File: config.mk
export PLATFORM = sky130hd
export DESIGN_NAME = tiopc_top
export DESIGN_NICKNAME = d
export VERILOG_FILES = /design/src/core/tiopc_ovp_cmp.v /design/src/core/tiopc_top.v
export VERILOG_INCLUDE_DIRS = /design/src /design/src/core
export SDC_FILE = /design/constraint.sdc
export NUM_CORES = 1
export LEC_CHECK = 0
export BUFFER_PORTS_ARGS = -buffer_cell sky130_fd_sc_hd__clkbuf_2
export CAP_MARGIN = 5
export CORE_UTILIZATION = 48
export CTS_BUF_LIST = sky130_fd_sc_hd__clkbuf_8
export CTS_CLUSTER_DIAMETER = 50
export DETAILED_ROUTE_END_ITERATION = 10
export PLACE_DENSITY_LB_ADDON = 0.15
export SYNTH_ARGS = -nofsm -noshare
export SYNTH_HDL_FRONTEND = slang
export SYNTH_SLANG_ARGS = --single-unit
File: constraint.sdc
create_clock -name ref_clk_i -period 6.5 [get_ports ref_clk_i]
set_input_delay 0.65 -clock ref_clk_i [delete_from_list [all_inputs] [get_ports ref_clk_i]]
set_output_delay 0.65 -clock ref_clk_i [all_outputs]
set_load 0.05 [all_outputs]
File: src/core/tiopc_defs.vh
// Constants for the thermal and input overvoltage protection register bank
`ifndef TIOPC_DEFS_VH
`define TIOPC_DEFS_VH

// ****************************************
// Register offsets
// ****************************************
`define TIOPC_ADDR_TEMP_CTRL     8'h0a
`define TIOPC_ADDR_DIE_ALARM     8'h0b
`define TIOPC_ADDR_BUS_THERM     8'h0c
`define TIOPC_ADDR_BAT_THERM     8'h0d
`define TIOPC_ADDR_OVP_CTRL      8'h0e
`define TIOPC_ADDR_CHG_CTRL2     8'h0f

// ****************************************
// Reset values
// ****************************************
`define TIOPC_RST_TEMP_CTRL      8'h60
`define TIOPC_RST_DIE_ALARM      8'hc8
`define TIOPC_RST_BUS_THERM      8'h15
`define TIOPC_RST_BAT_THERM      8'h15
`define TIOPC_RST_OVP_CTRL       8'h00

// ****************************************
// Field positions
// ****************************************
`define TIOPC_BIT_DIE_FLT_DIS    7
`define TIOPC_BIT_DIE_FLT_HI     6
`define TIOPC_BIT_DIE_FLT_LO     5
`define TIOPC_BIT_DIE_ALM_DIS    4
`define TIOPC_BIT_BUS_FLT_DIS    3
`define TIOPC_BIT_BAT_FLT_DIS    2
`define TIOPC_TEMP_WR_MASK       8'hfc
`define TIOPC_BIT_IN1_OVP_HI     7
`define TIOPC_BIT_IN1_OVP_LO     5
`define TIOPC_BIT_IN2_OVP_HI     4
`define TIOPC_BIT_IN2_OVP_LO     2
`define TIOPC_BIT_IN1_PD         1
`define TIOPC_BIT_IN2_PD         0
`define TIOPC_BIT_REG_RST        7

// ****************************************
// Die fault thresholds, alarm scale codes
// ****************************************
`define TIOPC_DIE_80C            8'h6e
`define TIOPC_DIE_100C           8'h96
`define TIOPC_DIE_120C           8'hbe
`define TIOPC_DIE_140C           8'he6

// ****************************************
// Input overvoltage levels in mV
// ****************************************
`define TIOPC_OVP_6V5            16'h1964
`define TIOPC_OVP_10V5           16'h2904
`define TIOPC_OVP_12V            16'h2ee0
`define TIOPC_OVP_14V            16'h36b0
`define TIOPC_OVP_16V            16'h3e80
`define TIOPC_OVP_18V            16'h4650

`endif

File: src/core/tiopc_ovp_cmp.v
// Input overvoltage level decode and compare for one input
`default_nettype none

module tiopc_ovp_cmp (
    input  wire [2:0]  ovp_code_i,
    input  wire [15:0] voltage_mv_i,
    output wire        over_o
);
`include "tiopc_defs.vh"

    // ****************************************
    // Level decode
    // ****************************************
    function [15:0] ovp_level_mv;
        input [2:0] code;
        begin
            case (code)
                3'h0:    ovp_level_mv = `TIOPC_OVP_6V5;
                3'h1:    ovp_level_mv = `TIOPC_OVP_10V5;
                3'h2:    ovp_level_mv = `TIOPC_OVP_12V;
                3'h3:    ovp_level_mv = `TIOPC_OVP_14V;
                3'h4:    ovp_level_mv = `TIOPC_OVP_16V;
                // Undefined codes fall back to the safest, highest level
                default: ovp_level_mv = `TIOPC_OVP_18V;
            endcase
        end
    endfunction

    // Reaching the level counts, not only exceeding it
    assign over_o = (voltage_mv_i >= ovp_level_mv(ovp_code_i));

endmodule // tiopc_ovp_cmp
`default_nettype wire

File: src/core/tiopc_top.v
// Thermal and input overvoltage protection register bank with its protection logic
`default_nettype none

module tiopc_top (
    input  wire        ref_clk_i,
    input  wire        nrst_i,
    input  wire [7:0]  reg_addr_i,
    input  wire [7:0]  reg_wdata_i,
    input  wire        reg_wr_i,
    input  wire        reg_rd_i,
    output reg  [7:0]  reg_rdata_o,
    output reg         reg_rvalid_o,
    input  wire [7:0]  die_temp_i,
    input  wire [7:0]  bus_therm_ratio_i,
    input  wire [7:0]  bat_therm_ratio_i,
    input  wire [15:0] input1_voltage_i,
    input  wire [15:0] input2_voltage_i,
    output reg         blocking_fet_off_o,
    output reg         switching_fet_off_o,
    output reg         charge_enable_clear_o,
    output reg         input1_gate_driver_off_o,
    output reg         input2_gate_driver_off_o,
    output reg         input1_pulldown_on_o,
    output reg         input2_pulldown_on_o,
    output reg         host_int_n_o,
    output reg         die_fault_o,
    output reg         bus_therm_fault_o,
    output reg         bat_therm_fault_o,
    output reg         reg_reset_done_o
);
`include "tiopc_defs.vh"

    // ****************************************
    // Register storage
    // ****************************************
    reg  [7:0] temp_protect_ctrl_q;
    reg  [7:0] die_alarm_threshold_q;
    reg  [7:0] bus_therm_fault_threshold_q;
    reg  [7:0] bat_therm_fault_threshold_q;
    reg  [7:0] input_ovp_ctrl_q;
    reg        any_fault_q;

    wire       wr_temp;
    wire       wr_alarm;
    wire       wr_bus;
    wire       wr_bat;
    wire       wr_ovp;
    wire       soft_reset;

    // ****************************************
    // Write decode
    // ****************************************
    assign wr_temp    = reg_wr_i && (reg_addr_i == `TIOPC_ADDR_TEMP_CTRL);
    assign wr_alarm   = reg_wr_i && (reg_addr_i == `TIOPC_ADDR_DIE_ALARM);
    assign wr_bus     = reg_wr_i && (reg_addr_i == `TIOPC_ADDR_BUS_THERM);
    assign wr_bat     = reg_wr_i && (reg_addr_i == `TIOPC_ADDR_BAT_THERM);
    assign wr_ovp     = reg_wr_i && (reg_addr_i == `TIOPC_ADDR_OVP_CTRL);
    // Reset bit lives in the charger control register next door; only it is seen here
    assign soft_reset = reg_wr_i && (reg_addr_i == `TIOPC_ADDR_CHG_CTRL2)
                        && reg_wdata_i[`TIOPC_BIT_REG_RST];

    always @(posedge ref_clk_i or negedge nrst_i) begin
        if (!nrst_i) begin
            temp_protect_ctrl_q         <= `TIOPC_RST_TEMP_CTRL;
            die_alarm_threshold_q       <= `TIOPC_RST_DIE_ALARM;
            bus_therm_fault_threshold_q <= `TIOPC_RST_BUS_THERM;
            bat_therm_fault_threshold_q <= `TIOPC_RST_BAT_THERM;
            input_ovp_ctrl_q            <= `TIOPC_RST_OVP_CTRL;
        end else if (soft_reset) begin
            temp_protect_ctrl_q         <= `TIOPC_RST_TEMP_CTRL;
            die_alarm_threshold_q       <= `TIOPC_RST_DIE_ALARM;
            bus_therm_fault_threshold_q <= `TIOPC_RST_BUS_THERM;
            bat_therm_fault_threshold_q <= `TIOPC_RST_BAT_THERM;
            input_ovp_ctrl_q            <= `TIOPC_RST_OVP_CTRL;
        end else begin
            if (wr_temp) begin
                // Low two bits are never stored
                temp_protect_ctrl_q <= reg_wdata_i & `TIOPC_TEMP_WR_MASK;
            end
            if (wr_alarm) begin
                die_alarm_threshold_q <= reg_wdata_i;
            end
            if (wr_bus) begin
                bus_therm_fault_threshold_q <= reg_wdata_i;
            end
            if (wr_bat) begin
                bat_therm_fault_threshold_q <= reg_wdata_i;
            end
            if (wr_ovp) begin
                input_ovp_ctrl_q <= reg_wdata_i;
            end
        end
    end

    // Reset bit reads back as zero: one-cycle pulse marks that it has cleared itself
    always @(posedge ref_clk_i or negedge nrst_i) begin
        if (!nrst_i) begin
            reg_reset_done_o <= 1'b0;
        end else begin
            reg_reset_done_o <= soft_reset;
        end
    end

    // ****************************************
    // Read path
    // ****************************************
    reg [7:0] rdata_d;

    always @* begin
        rdata_d = 8'h00;
        if (reg_addr_i == `TIOPC_ADDR_TEMP_CTRL) begin
            rdata_d = temp_protect_ctrl_q & `TIOPC_TEMP_WR_MASK;
        end else if (reg_addr_i == `TIOPC_ADDR_DIE_ALARM) begin
            rdata_d = die_alarm_threshold_q;
        end else if (reg_addr_i == `TIOPC_ADDR_BUS_THERM) begin
            rdata_d = bus_therm_fault_threshold_q;
        end else if (reg_addr_i == `TIOPC_ADDR_BAT_THERM) begin
            rdata_d = bat_therm_fault_threshold_q;
        end else if (reg_addr_i == `TIOPC_ADDR_OVP_CTRL) begin
            rdata_d = input_ovp_ctrl_q;
        end else begin
            rdata_d = 8'h00;
        end
    end

    always @(posedge ref_clk_i or negedge nrst_i) begin
        if (!nrst_i) begin
            reg_rdata_o  <= 8'h00;
            reg_rvalid_o <= 1'b0;
        end else begin
            reg_rvalid_o <= reg_rd_i;
            if (reg_rd_i) begin
                reg_rdata_o <= rdata_d;
            end
        end
    end

    // ****************************************
    // Die temperature protection
    // ****************************************
    function [7:0] die_fault_level;
        input [1:0] code;
        begin
            case (code)
                2'h0:    die_fault_level = `TIOPC_DIE_80C;
                2'h1:    die_fault_level = `TIOPC_DIE_100C;
                2'h2:    die_fault_level = `TIOPC_DIE_120C;
                default: die_fault_level = `TIOPC_DIE_140C;
            endcase
        end
    endfunction

    wire [1:0] die_fault_code;
    wire       die_fault_d;
    wire       die_alarm_d;
    wire       bus_fault_d;
    wire       bat_fault_d;
    wire       fault_d;

    assign die_fault_code = temp_protect_ctrl_q[`TIOPC_BIT_DIE_FLT_HI:`TIOPC_BIT_DIE_FLT_LO];
    // Measured die code uses the alarm scale: 25 C plus 0.5 C per step
    assign die_fault_d = !temp_protect_ctrl_q[`TIOPC_BIT_DIE_FLT_DIS]
                         && (die_temp_i >= die_fault_level(die_fault_code));
    assign die_alarm_d = !temp_protect_ctrl_q[`TIOPC_BIT_DIE_ALM_DIS]
                         && (die_temp_i >= die_alarm_threshold_q);

    // ****************************************
    // Thermistor ratio protection
    // ****************************************
    assign bus_fault_d = !temp_protect_ctrl_q[`TIOPC_BIT_BUS_FLT_DIS]
                         && (bus_therm_ratio_i < bus_therm_fault_threshold_q);
    assign bat_fault_d = !temp_protect_ctrl_q[`TIOPC_BIT_BAT_FLT_DIS]
                         && (bat_therm_ratio_i < bat_therm_fault_threshold_q);

    assign fault_d = die_fault_d || bus_fault_d || bat_fault_d;

    always @(posedge ref_clk_i or negedge nrst_i) begin
        if (!nrst_i) begin
            die_fault_o           <= 1'b0;
            bus_therm_fault_o     <= 1'b0;
            bat_therm_fault_o     <= 1'b0;
            any_fault_q           <= 1'b0;
            blocking_fet_off_o    <= 1'b0;
            switching_fet_off_o   <= 1'b0;
            charge_enable_clear_o <= 1'b0;
            host_int_n_o          <= 1'b1;
        end else begin
            die_fault_o         <= die_fault_d;
            bus_therm_fault_o   <= bus_fault_d;
            bat_therm_fault_o   <= bat_fault_d;
            any_fault_q         <= fault_d;
            // FETs stay off while any die or thermistor fault holds and turn back on in the cycle after it clears
            blocking_fet_off_o  <= fault_d;
            switching_fet_off_o <= fault_d;
            // Clear pulse only on onset so software may re-enable after recovery
            charge_enable_clear_o <= fault_d && !any_fault_q;
            host_int_n_o <= !die_alarm_d;
        end
    end

    // ****************************************
    // Input overvoltage and pulldowns
    // ****************************************
    wire in1_over;
    wire in2_over;

    tiopc_ovp_cmp u_in1_cmp (
        .ovp_code_i   (input_ovp_ctrl_q[`TIOPC_BIT_IN1_OVP_HI:`TIOPC_BIT_IN1_OVP_LO]),
        .voltage_mv_i (input1_voltage_i),
        .over_o       (in1_over)
    );

    tiopc_ovp_cmp u_in2_cmp (
        .ovp_code_i   (input_ovp_ctrl_q[`TIOPC_BIT_IN2_OVP_HI:`TIOPC_BIT_IN2_OVP_LO]),
        .voltage_mv_i (input2_voltage_i),
        .over_o       (in2_over)
    );

    always @(posedge ref_clk_i or negedge nrst_i) begin
        if (!nrst_i) begin
            input1_gate_driver_off_o <= 1'b0;
            input2_gate_driver_off_o <= 1'b0;
            input1_pulldown_on_o     <= 1'b0;
            input2_pulldown_on_o     <= 1'b0;
        end else begin
            input1_gate_driver_off_o <= in1_over;
            input2_gate_driver_off_o <= in2_over;
            // Follows the stored bit one cycle later, including after soft reset
            input1_pulldown_on_o <= input_ovp_ctrl_q[`TIOPC_BIT_IN1_PD];
            input2_pulldown_on_o <= input_ovp_ctrl_q[`TIOPC_BIT_IN2_PD];
        end
    end

endmodule // tiopc_top
`default_nettype wire

==> qor.yml, run 1 <==
netlist_area_um2: 4010
die_h_um: 93.4
cts_tree: "yes"
p_int_mw: 0.621
crit-reg2reg-launch: "temp_protect_ctrl_q[5]$_DFFE_PN1P_"
design_area_um2: 4710
path_delay_family: "adder cells"
synthCells: 416
required_ps: 6730
worst_slack_ps: 4130
hold_buffers: 0
fin_nets: 639
synth_nets: 547
instances_no_fill: 615
grt_pass1_wl_mm: 15.6
grt_max_degree: 59
critPathMaxFanout: 5
dp_hpwl_mm: 7.51
status: "finished, final reports clean"
grt_pass1_vias: 3241
r2r_end: "charge_enable_clear_o$_DFF_PN0_"
initial_core_util: 0.508
avgSynthCellArea_um2: 9.64
area_growth_pct: 17.4
die_w_um: 93.4
worst_slew_pin_slew_ps: 735
fin_hold_ws_ps: 438
arrival_ps: 2610
power_frac_seq: 0.444
critical_path.cell_chain: "inv_1, ha_1, ha_1, a21o_1, a21oi_1, o22ai_1, or3_1, nor2b_1"
route.vias.total: 3367
cts_buffers: 9
antenna_found_initial: 0
clock_path_buffers: 2
crit_top_cell: "ha_1"
drive_gt1_frac: 0.275
dr.first_iter.drc_count: 230
cts_setup_buffers: 0
drc_errors: 0
synth_top_area_frac: 0.287
drtPass1Iterations: 5
final.setup.tns_ps: 0
combinationalPowerShare: 0.243
ys_async_sr_fraction: 1.00
finalCritPeriodShare: 0.365
ys_top_cells_by_area: "dfrtp_1, ha_1, mux2i_1, dfstp_2, nand2_1"
final_core_util: 0.597
p_total_mw: 0.925
io_pins: 97
gp_congestion: 0.835
yosys.area.top_type: "dfrtp_1"
dpl-instance-area_um2: 4540
vias_per_cell: 5.47
slew_viol_final: 0
synth_seq_area_share: 0.366
switchingPower_mw: 0.304
clock_latency_ps: 340
skew_ps: 7.08
critPathKind: "register to register"
numPortBuffers: 96
ant_nets: 0
wl_per_cell_um: 15.5
leakage_nw: 2.40
hold_class: "primary input to asynchronous set/reset pin"
yosys_most_used_dff: "dfrtp_1"
rows: 32
cp_slowest_cell: "dfstp_2"
synth-seq-cells: 58
hold_viol_final: 0
cp-start-kind: "register"
reg2reg_depth: 8
grt_use_total: 0.235
endpoint_kind: "register"
p_per_area_nw_per_um2: 196
rsz0062_at_grt: "false"
n_antenna_cell: 0
max_slew_margin: 0.497
path_clk_slew_ps: 70
dp.cells: 599
die_area_um2: 8720
core_area_um2: 7890
swShare: 0.328
cp.buffers_inverters: 1
synth_edf_count: 0
p_clk_frac: 0.314
ctsHtreeMaxLevel: 3
ys_warn_count: 0
synth.distinct_cells: 55
max_stage_delay_ps: 580
min_period_ps: 2370
cts.sinks: 58
r2r_slack_ps: 4130
dpl_worst_slack_ps: 3960
maxCapViolCount: 0
vdd_drop_max_v: 0.000115
grt-ovfl-total: 0
drt-total-wl_mm: 9.53
max_freq_ghz: 0.421
setup_violations: 0
cts_resized: 0
cts-root-buf: "clkbuf_8"
## layout by cell type (no fill, tap or decap), drive strengths merged, types with 2 or more instances in the layout
| master | count |
|---|---|
| nand3b | 2 |
| a211oi | 4 |
| o21a | 12 |
| o211ai | 8 |
| a21o | 9 |
| nand4 | 5 |
| o21bai | 2 |
| mux2i | 32 |
| o221ai | 8 |
| ha | 55 |
| nand2b | 2 |
| o21ai | 10 |
| a31oi | 2 |
| nor2 | 38 |
| or3 | 3 |
| a211o | 2 |
| inv | 39 |
| nand3 | 4 |
| and3 | 3 |
| a2111oi | 6 |
| a22oi | 2 |
| clkinv | 4 |
| nor2b | 7 |
| nor3 | 3 |
| clkbuf | 106 |
| nand2 | 45 |
| xor2 | 2 |
| a21oi | 22 |
| dfrtp | 46 |
| dfstp | 12 |
| clkinvlp | 2 |
## power by group through the flow
stage / clock network (mW) / logic (mW) / registers, mW
final: 0.290 / 0.224 / 0.410
after CTS: 0.294 / 0.228 / 0.410
after detailed placement: 0 / 0.227 / 0.417
after floorplan: 0 / 0.113 / 0.447
after global routing: 0.315 / 0.253 / 0.414
after global placement: 0 / 0.217 / 0.416
## Yosys cell counts (2+ instances only)
cell type	n
a2111oi_0	6
a211o_1	2
a211oi_1	4
a21o_1	9
a21oi_1	22
a22oi_1	2
a31oi_1	2
and3_1	2
buf_2	5
buf_4	2
buf_6	2
clkbuf_1	7
dfrtp_1	46
dfstp_2	12
ha_1	55
inv_1	38
mux2i_1	32
nand2_1	45
nand2b_1	2
nand3_1	4
nand3b_1	2
nand4_1	4
nor2_1	31
nor2_2	7
nor2b_1	7
o211ai_1	8
o21a_1	12
o21ai_0	9
o21bai_1	2
o221ai_1	8
or3_1	2
xor2_1	2
## worst max-delay path by stage
stage / start / endpoint / slack (ps) / cells past startpoint
finish: temp_protect_ctrl_q[5]$_DFFE_PN1P_ / charge_enable_clear_o$_DFF_PN0_ / 4130 / 8
global route: temp_protect_ctrl_q[6]$_DFFE_PN1P_ / charge_enable_clear_o$_DFF_PN0_ / 3980 / 9
CTS: temp_protect_ctrl_q[5]$_DFFE_PN1P_ / charge_enable_clear_o$_DFF_PN0_ / 4070 / 9
detailed placement: reg_addr_i[5] / bat_therm_fault_threshold_q[1]$_DFFE_PN0P_ / 3960 / 6
global placement: reg_addr_i[5] / bat_therm_fault_threshold_q[5]$_DFFE_PN0P_ / 4000 / 6
floorplan: temp_protect_ctrl_q[5]$_DFFE_PN1P_ / charge_enable_clear_o$_DFF_PN0_ / 4300 / 8
## cell families (layout without fill, tap and decap cells)
family,Yosys count,count (layout),synth area share
buffers and inverters,55,152,0.0590
multiplexers,33,33,0.0827
flip-flops,58,58,0.366
AND/OR/NAND/NOR,117,117,0.150
AO/OA/AOI/OAI,96,96,0.167
XOR/XNOR,2,2,0.00437
adder cells (fa/ha/maj),55,55,0.172
## worst register-to-register path, cell delays in order (launching register included)
cell and delay (ps):
dfstp_2 580, inv_1 80, ha_1 330, ha_1 300, a21o_1 180, a21oi_1 140, o22ai_1 130, or3_1 400
nor2b_1 140
## registers in the layout, indices dropped and copies added (netlist names)
register                     flops
any_fault_q                      1
bat_therm_fault_o                1
bat_therm_fault_threshold_q      8
bus_therm_fault_o                1
bus_therm_fault_threshold_q      8
charge_enable_clear_o            1
die_alarm_threshold_q            8
die_fault_o                      1
host_int_n_o                     1
input1_gate_driver_off_o         1
input1_pulldown_on_o             1
input2_gate_driver_off_o         1
input2_pulldown_on_o             1
input_ovp_ctrl_q                 8
reg_rdata_o                      8
reg_reset_done_o                 1
reg_rvalid_o                     1
temp_protect_ctrl_q              6
## cell type report
cell class,count,area [um^2]
Inverter,39,148
Sequential cell,58,1470
Clock inverter,6,33.8
Fill cell,723,3180
Timing Repair Buffer,97,488
Clock buffer,10,138
Multi-Input combinational cell,303,2310
Tap cell,102,128
## layer usage
metal,share of wire,wire length (um),global-route usage
met1,0.48,4540,0.331
met3,0.057,542,0.0447
met2,0.45,4290,0.367
met5,0,0,0
met4,0.017,161,0.0692
Note: power is estimated with default switching activity, not from simulation.
==> run 2, diff against run 1 <==
==> constraint.sdc (replaced) <==
create_clock -name ref_clk_i -period 2.4 [get_ports ref_clk_i]
set_input_delay 0.24 -clock ref_clk_i [delete_from_list [all_inputs] [get_ports ref_clk_i]]
set_output_delay 0.24 -clock ref_clk_i [all_outputs]
set_load 0.05 [all_outputs]
==> qor.yml, run 2 (same netlist as run 1, synthesis figures left out) <==
antenna_found_initial: 0
p_total_mw: 2.75
cp-start-kind: "register"
drtPass1Iterations: 4
slew_viol_final: 0
r2r_slack_ps: 120
skew_ps: 11.1
leakage_nw: 2.46
maxCapViolCount: 0
setup_violations: 0
dpl_worst_slack_ps: 43.5
fin_nets: 644
max_freq_ghz: 0.439
grt_use_total: 0.240
die_area_um2: 8720
final.setup.tns_ps: 0
status: "finished, final reports clean"
switchingPower_mw: 0.837
area_growth_pct: 20.7
p_per_area_nw_per_um2: 569
cts-root-buf: "clkbuf_8"
hold_viol_final: 0
n_antenna_cell: 0
worst_slack_ps: 124
path_clk_slew_ps: 70
dr.first_iter.drc_count: 189
power_frac_seq: 0.404
combinationalPowerShare: 0.233
r2r_end: "charge_enable_clear_o$_DFF_PN0_"
clock_path_buffers: 2
min_period_ps: 2280
cts.sinks: 58
instances_no_fill: 620
min_to: "input1_gate_driver_off_o$_DFF_PN0_"
grt_max_degree: 34
die_w_um: 93.4
rsz0062_at_grt: "false"
vdd_drop_max_v: 0.000271
cts_buffers: 9
io_pins: 97
route.vias.total: 3444
reg2reg_depth: 9
worst_slew_pin_slew_ps: 705
p_clk_frac: 0.364
most-common-layout-cells: "clkbuf_2, ha_1, dfrtp_1"
grt_pass1_wl_mm: 15.8
grt_pass1_vias: 3270
clock_latency_ps: 340
finalCritPeriodShare: 0.948
gp_congestion: 0.826
dp.cells: 602
core_area_um2: 7890
drc_errors: 0
wl_per_cell_um: 15.6
final_core_util: 0.614
max_slew_margin: 0.530
vias_per_cell: 5.55
dp_hpwl_mm: 7.57
arrival_ps: 2510
hold_depth: 3
cts_tree: "yes"
critPathKind: "register to register"
initial_core_util: 0.508
drive_gt1_frac: 0.292
layout_commonest_cell: "clkbuf_2"
crit-reg2reg-launch: "temp_protect_ctrl_q[5]$_DFFE_PN1P_"
nFillCells: 707
ctsHtreeMaxLevel: 3
required_ps: 2640
p_int_mw: 1.92
holdCritStartpoint: "input1_voltage_i[15]"
die_h_um: 93.4
swShare: 0.304
drt-total-wl_mm: 9.69
hold_class: "primary input to register"
ant_nets: 0
critPathMaxFanout: 5
numPortBuffers: 96
grt-ovfl-total: 0
endpoint_kind: "register"
rows: 32
==> run 2: layout make-up <==
type	instances	area, um^2	share of cell area
multi-input combinational	303	2340	0.483
sequential	58	1470	0.303
timing repair buffer	102	541	0.112
inverter	39	148	0.0305
clock buffer	10	138	0.0284
tap	102	128	0.0264
clock inverter	6	81.3	0.0168
==> run 2: timing repair <==
item                       4_1_cts  5_1_grt
buffers inserted                 0        1
hold endpoints to repair        19        0
setup endpoints to repair        0        2
gates resized for setup          0        7
hold buffers                     1        0
==> run 2: per-layer routing <==
metal / vias up / GRT usage / part of all wire
met3: 19 / 0.0366 / 0.054
met5: - / 0 / 0
met1: 1632 / 0.345 / 0.48
li1: 1690 / - / -
met4: 0 / 0.105 / 0.022
met2: 103 / 0.357 / 0.45
==> run 2: power by group through the flow <==
stage | sequential [mW] | clock (mW) | combinational [mW]
floorplan | 1.21 | 0 | 0.306
global placement | 1.12 | 0 | 0.594
detailed placement | 1.13 | 0 | 0.621
CTS | 1.11 | 1.01 | 0.624
global route | 1.12 | 1.06 | 0.714
finish | 1.11 | 1.00 | 0.641
==> run 2: stage by stage <==
| step | hold slack (ps) | cell area [um^2] |
|---|---|---|
| 5_1_grt | 165 | 4840 |
| 3_5_place_dp | 306 | 4570 |
| 4_1_cts | 158 | 4800 |
| 2_1_floorplan | -55.6 | 4010 |
| 3_3_place_gp | 305 | 4570 |
| 6_report | 165 | 4840 |
==> run 2: how the worst max path moves through the flow <==
stage / startpoint / end / slack [ps] / cells after the start
after global placement: temp_protect_ctrl_q[5]$_DFFE_PN1P_ / charge_enable_clear_o$_DFF_PN0_ / 100 / 9
after detailed placement: temp_protect_ctrl_q[5]$_DFFE_PN1P_ / charge_enable_clear_o$_DFF_PN0_ / 40 / 8
after global routing: temp_protect_ctrl_q[6]$_DFFE_PN1P_ / charge_enable_clear_o$_DFF_PN0_ / 30 / 9
after floorplan: temp_protect_ctrl_q[5]$_DFFE_PN1P_ / charge_enable_clear_o$_DFF_PN0_ / 200 / 8
final: temp_protect_ctrl_q[5]$_DFFE_PN1P_ / charge_enable_clear_o$_DFF_PN0_ / 120 / 9
after CTS: temp_protect_ctrl_q[5]$_DFFE_PN1P_ / charge_enable_clear_o$_DFF_PN0_ / 40 / 8
==> run 2: critical path: stages (launching register included) <==
cell and delay (ps):
dfstp_2 590, inv_2 50, ha_1 210, o21bai_1 140
ha_1 240, a31o_2 210, a21oi_2 120, o22ai_2 90
or3_1 370, nor2b_1 140
==> run 3, diff against run 2 <==
--- a/config.mk
+++ b/config.mk
@@ -8,7 +8,7 @@
 export LEC_CHECK = 0
 export BUFFER_PORTS_ARGS = -buffer_cell sky130_fd_sc_hd__clkbuf_2
 export CAP_MARGIN = 5
-export CORE_UTILIZATION = 48
+export CORE_UTILIZATION = 43
 export CTS_BUF_LIST = sky130_fd_sc_hd__clkbuf_8
 export CTS_CLUSTER_DIAMETER = 50
 export DETAILED_ROUTE_END_ITERATION = 10
==> qor.yml, run 3 (same netlist as run 1, synthesis figures left out) <==
cts_buffers: 9
critical_path.cell_chain: "inv_1, ha_1, o21bai_1, ha_1, a31o_2, a21oi_2, o22ai_2, or3_4, nor2b_1"
fin_hold_ws_ps: 153
dp_hpwl_mm: 7.73
holdCritStartpoint: "input1_voltage_i[15]"
numPortBuffers: 96
ant_nets: 0
critPathKind: "register to register"
crit-reg2reg-launch: "temp_protect_ctrl_q[6]$_DFFE_PN1P_"
path_clk_slew_ps: 70
vdd_drop_max_v: 0.000255
cts_tree: "yes"
drt-total-wl_mm: 9.91
maxCapViolCount: 0
required_ps: 2620
clock_latency_ps: 330
grt_pass1_wl_mm: 16.3
grt_max_degree: 59
power_frac_seq: 0.423
p_per_area_nw_per_um2: 544
antenna_found_initial: 0
skew_ps: 8.77
cp_slowest_cell: "dfstp_2"
area_growth_pct: 20.3
crit_top_cell: "ha_1"
combinationalPowerShare: 0.246
p_int_mw: 1.80
leakage_nw: 2.45
status: "finished, final reports clean"
cts.sinks: 58
io_pins: 97
p_clk_frac: 0.331
swShare: 0.313
worst_slack_ps: 82.6
die_h_um: 98.6
grt_use_total: 0.216
dpl_worst_slack_ps: 24.6
critPathLaunch: "temp_protect_ctrl_q[6]$_DFFE_PN1P_"
finalCritPeriodShare: 0.966
die_area_um2: 9710
fin_nets: 645
grt-ovfl-total: 0
die_w_um: 98.6
initial_core_util: 0.451
drtPass1Iterations: 5
dr.first_iter.drc_count: 161
nFillCells: 861
min_period_ps: 2320
wl_per_cell_um: 15.8
path_delay_family: "compound AO/OA/AOI/OAI gates"
gp_congestion: 0.811
core_area_um2: 8890
clock_path_buffers: 2
grt_pass1_vias: 3353
endpoint_kind: "register"
cp.buffers_inverters: 1
max_slew_margin: 0.601
cts-root-buf: "clkbuf_8"
hold_class: "primary input to register"
arrival_ps: 2540
seq_area_um2: 1470
cp-start-kind: "register"
critPathMaxFanout: 5
max_freq_ghz: 0.432
worst_slew_pin_slew_ps: 584
max_stage_delay_ps: 570
ctsHtreeMaxLevel: 3
rsz0062_at_grt: "true"
slew_viol_final: 0
drc_errors: 0
multiInputGateArea_um2: 2340
switchingPower_mw: 0.820
setup_violations: 0
layout_commonest_cell: "clkbuf_2"
rows: 34
vias_per_cell: 5.42
n_antenna_cell: 0
drive_gt1_frac: 0.288
route.vias.total: 3391
most-common-layout-cells: "clkbuf_2, ha_1, dfrtp_1"
hold_viol_final: 0
run 3: cell count changes in the layout (fill, tap and decap cells not counted):
cell and delta:
buf_4 +1, inv_1 +2, a2111oi_1 +1, inv_2 -1, or3_4 +1, bufinv_16 -1, clkinvlp_4 -1, or3_1 -1
a2111oi_2 -1
run 3: stage by stage:
| stage | TNS, ps | instance area (um^2) | total power [mW] | util | std cells |
|---|---|---|---|---|---|
| after CTS | 0 | 4770 | 2.62 | 0.537 | 624 |
| final | 0 | 4820 | 2.62 | 0.542 | 626 |
| after detailed placement | 0 | 4580 | 1.75 | 0.515 | 608 |
| after global placement | 0 | 4580 | 1.72 | 0.515 | 608 |
| after floorplan | 0 | 4010 | 1.52 | - | 416 |
| after global routing | -20.3 | 4820 | 2.76 | 0.542 | 626 |
run 3: cell type report:
| cell class | count | area share |
|---|---|---|
| clock inverter | 5 | 0.00986 |
| inverter | 39 | 0.0306 |
| multi-input combinational | 303 | 0.485 |
| tap | 108 | 0.0280 |
| clock buffer | 10 | 0.0285 |
| timing repair buffer | 103 | 0.114 |
| sequential | 58 | 0.304 |
run 3: power by group through the flow:
stage	Clock, mW	Combinational, mW	Sequential, mW
floorplan	0	0.306	1.21
global placement	0	0.599	1.13
detailed placement	0	0.623	1.13
CTS	0.883	0.627	1.11
global route	0.924	0.720	1.12
finish	0.868	0.644	1.11
run 3: final timing paths:
path | slack (ps) | end | depth (start not counted)
max in group asynchronous | 1630 | die_alarm_threshold_q[3]$_DFFE_PN1P_ | 3
max reg2reg | 80 | charge_enable_clear_o$_DFF_PN0_ | 9
min | 150 | input1_gate_driver_off_o$_DFF_PN0_ | 3
min in group asynchronous | 450 | reg_rdata_o[1]$_DFFE_PN0P_ | 3
min reg2reg | 450 | charge_enable_clear_o$_DFF_PN0_ | 1
max | 80 | charge_enable_clear_o$_DFF_PN0_ | 9
run 3: worst register-to-register path, stage by stage, from the launching register on:
cell and delay (ps):
dfstp_2 570, inv_1 70, ha_1 200, o21bai_1 140, ha_1 250, a31o_2 210
a21oi_2 140, o22ai_2 110, or3_4 390, nor2b_1 130
run 3: what timing repair did:
item | in CTS | in global routing
setup endpoints to repair | 0 | 2
resized for setup | 0 | 6
hold buffers | 1 | 0
hold endpoints to repair | 46 | 0
buffers inserted | 0 | 2
run 3: routing by layer:
| layer | part of all wire | GRT usage | up-vias | routed length [um] |
|---|---|---|---|---|
| met1 | 0.50 | 0.309 | 1606 | 4910 |
| li1 | - | - | 1681 | - |
| met2 | 0.45 | 0.337 | 88 | 4470 |
| met5 | 0 | 0 | - | 0 |
| met3 | 0.041 | 0.0383 | 16 | 405 |
| met4 | 0.012 | 0.0586 | 0 | 122 |
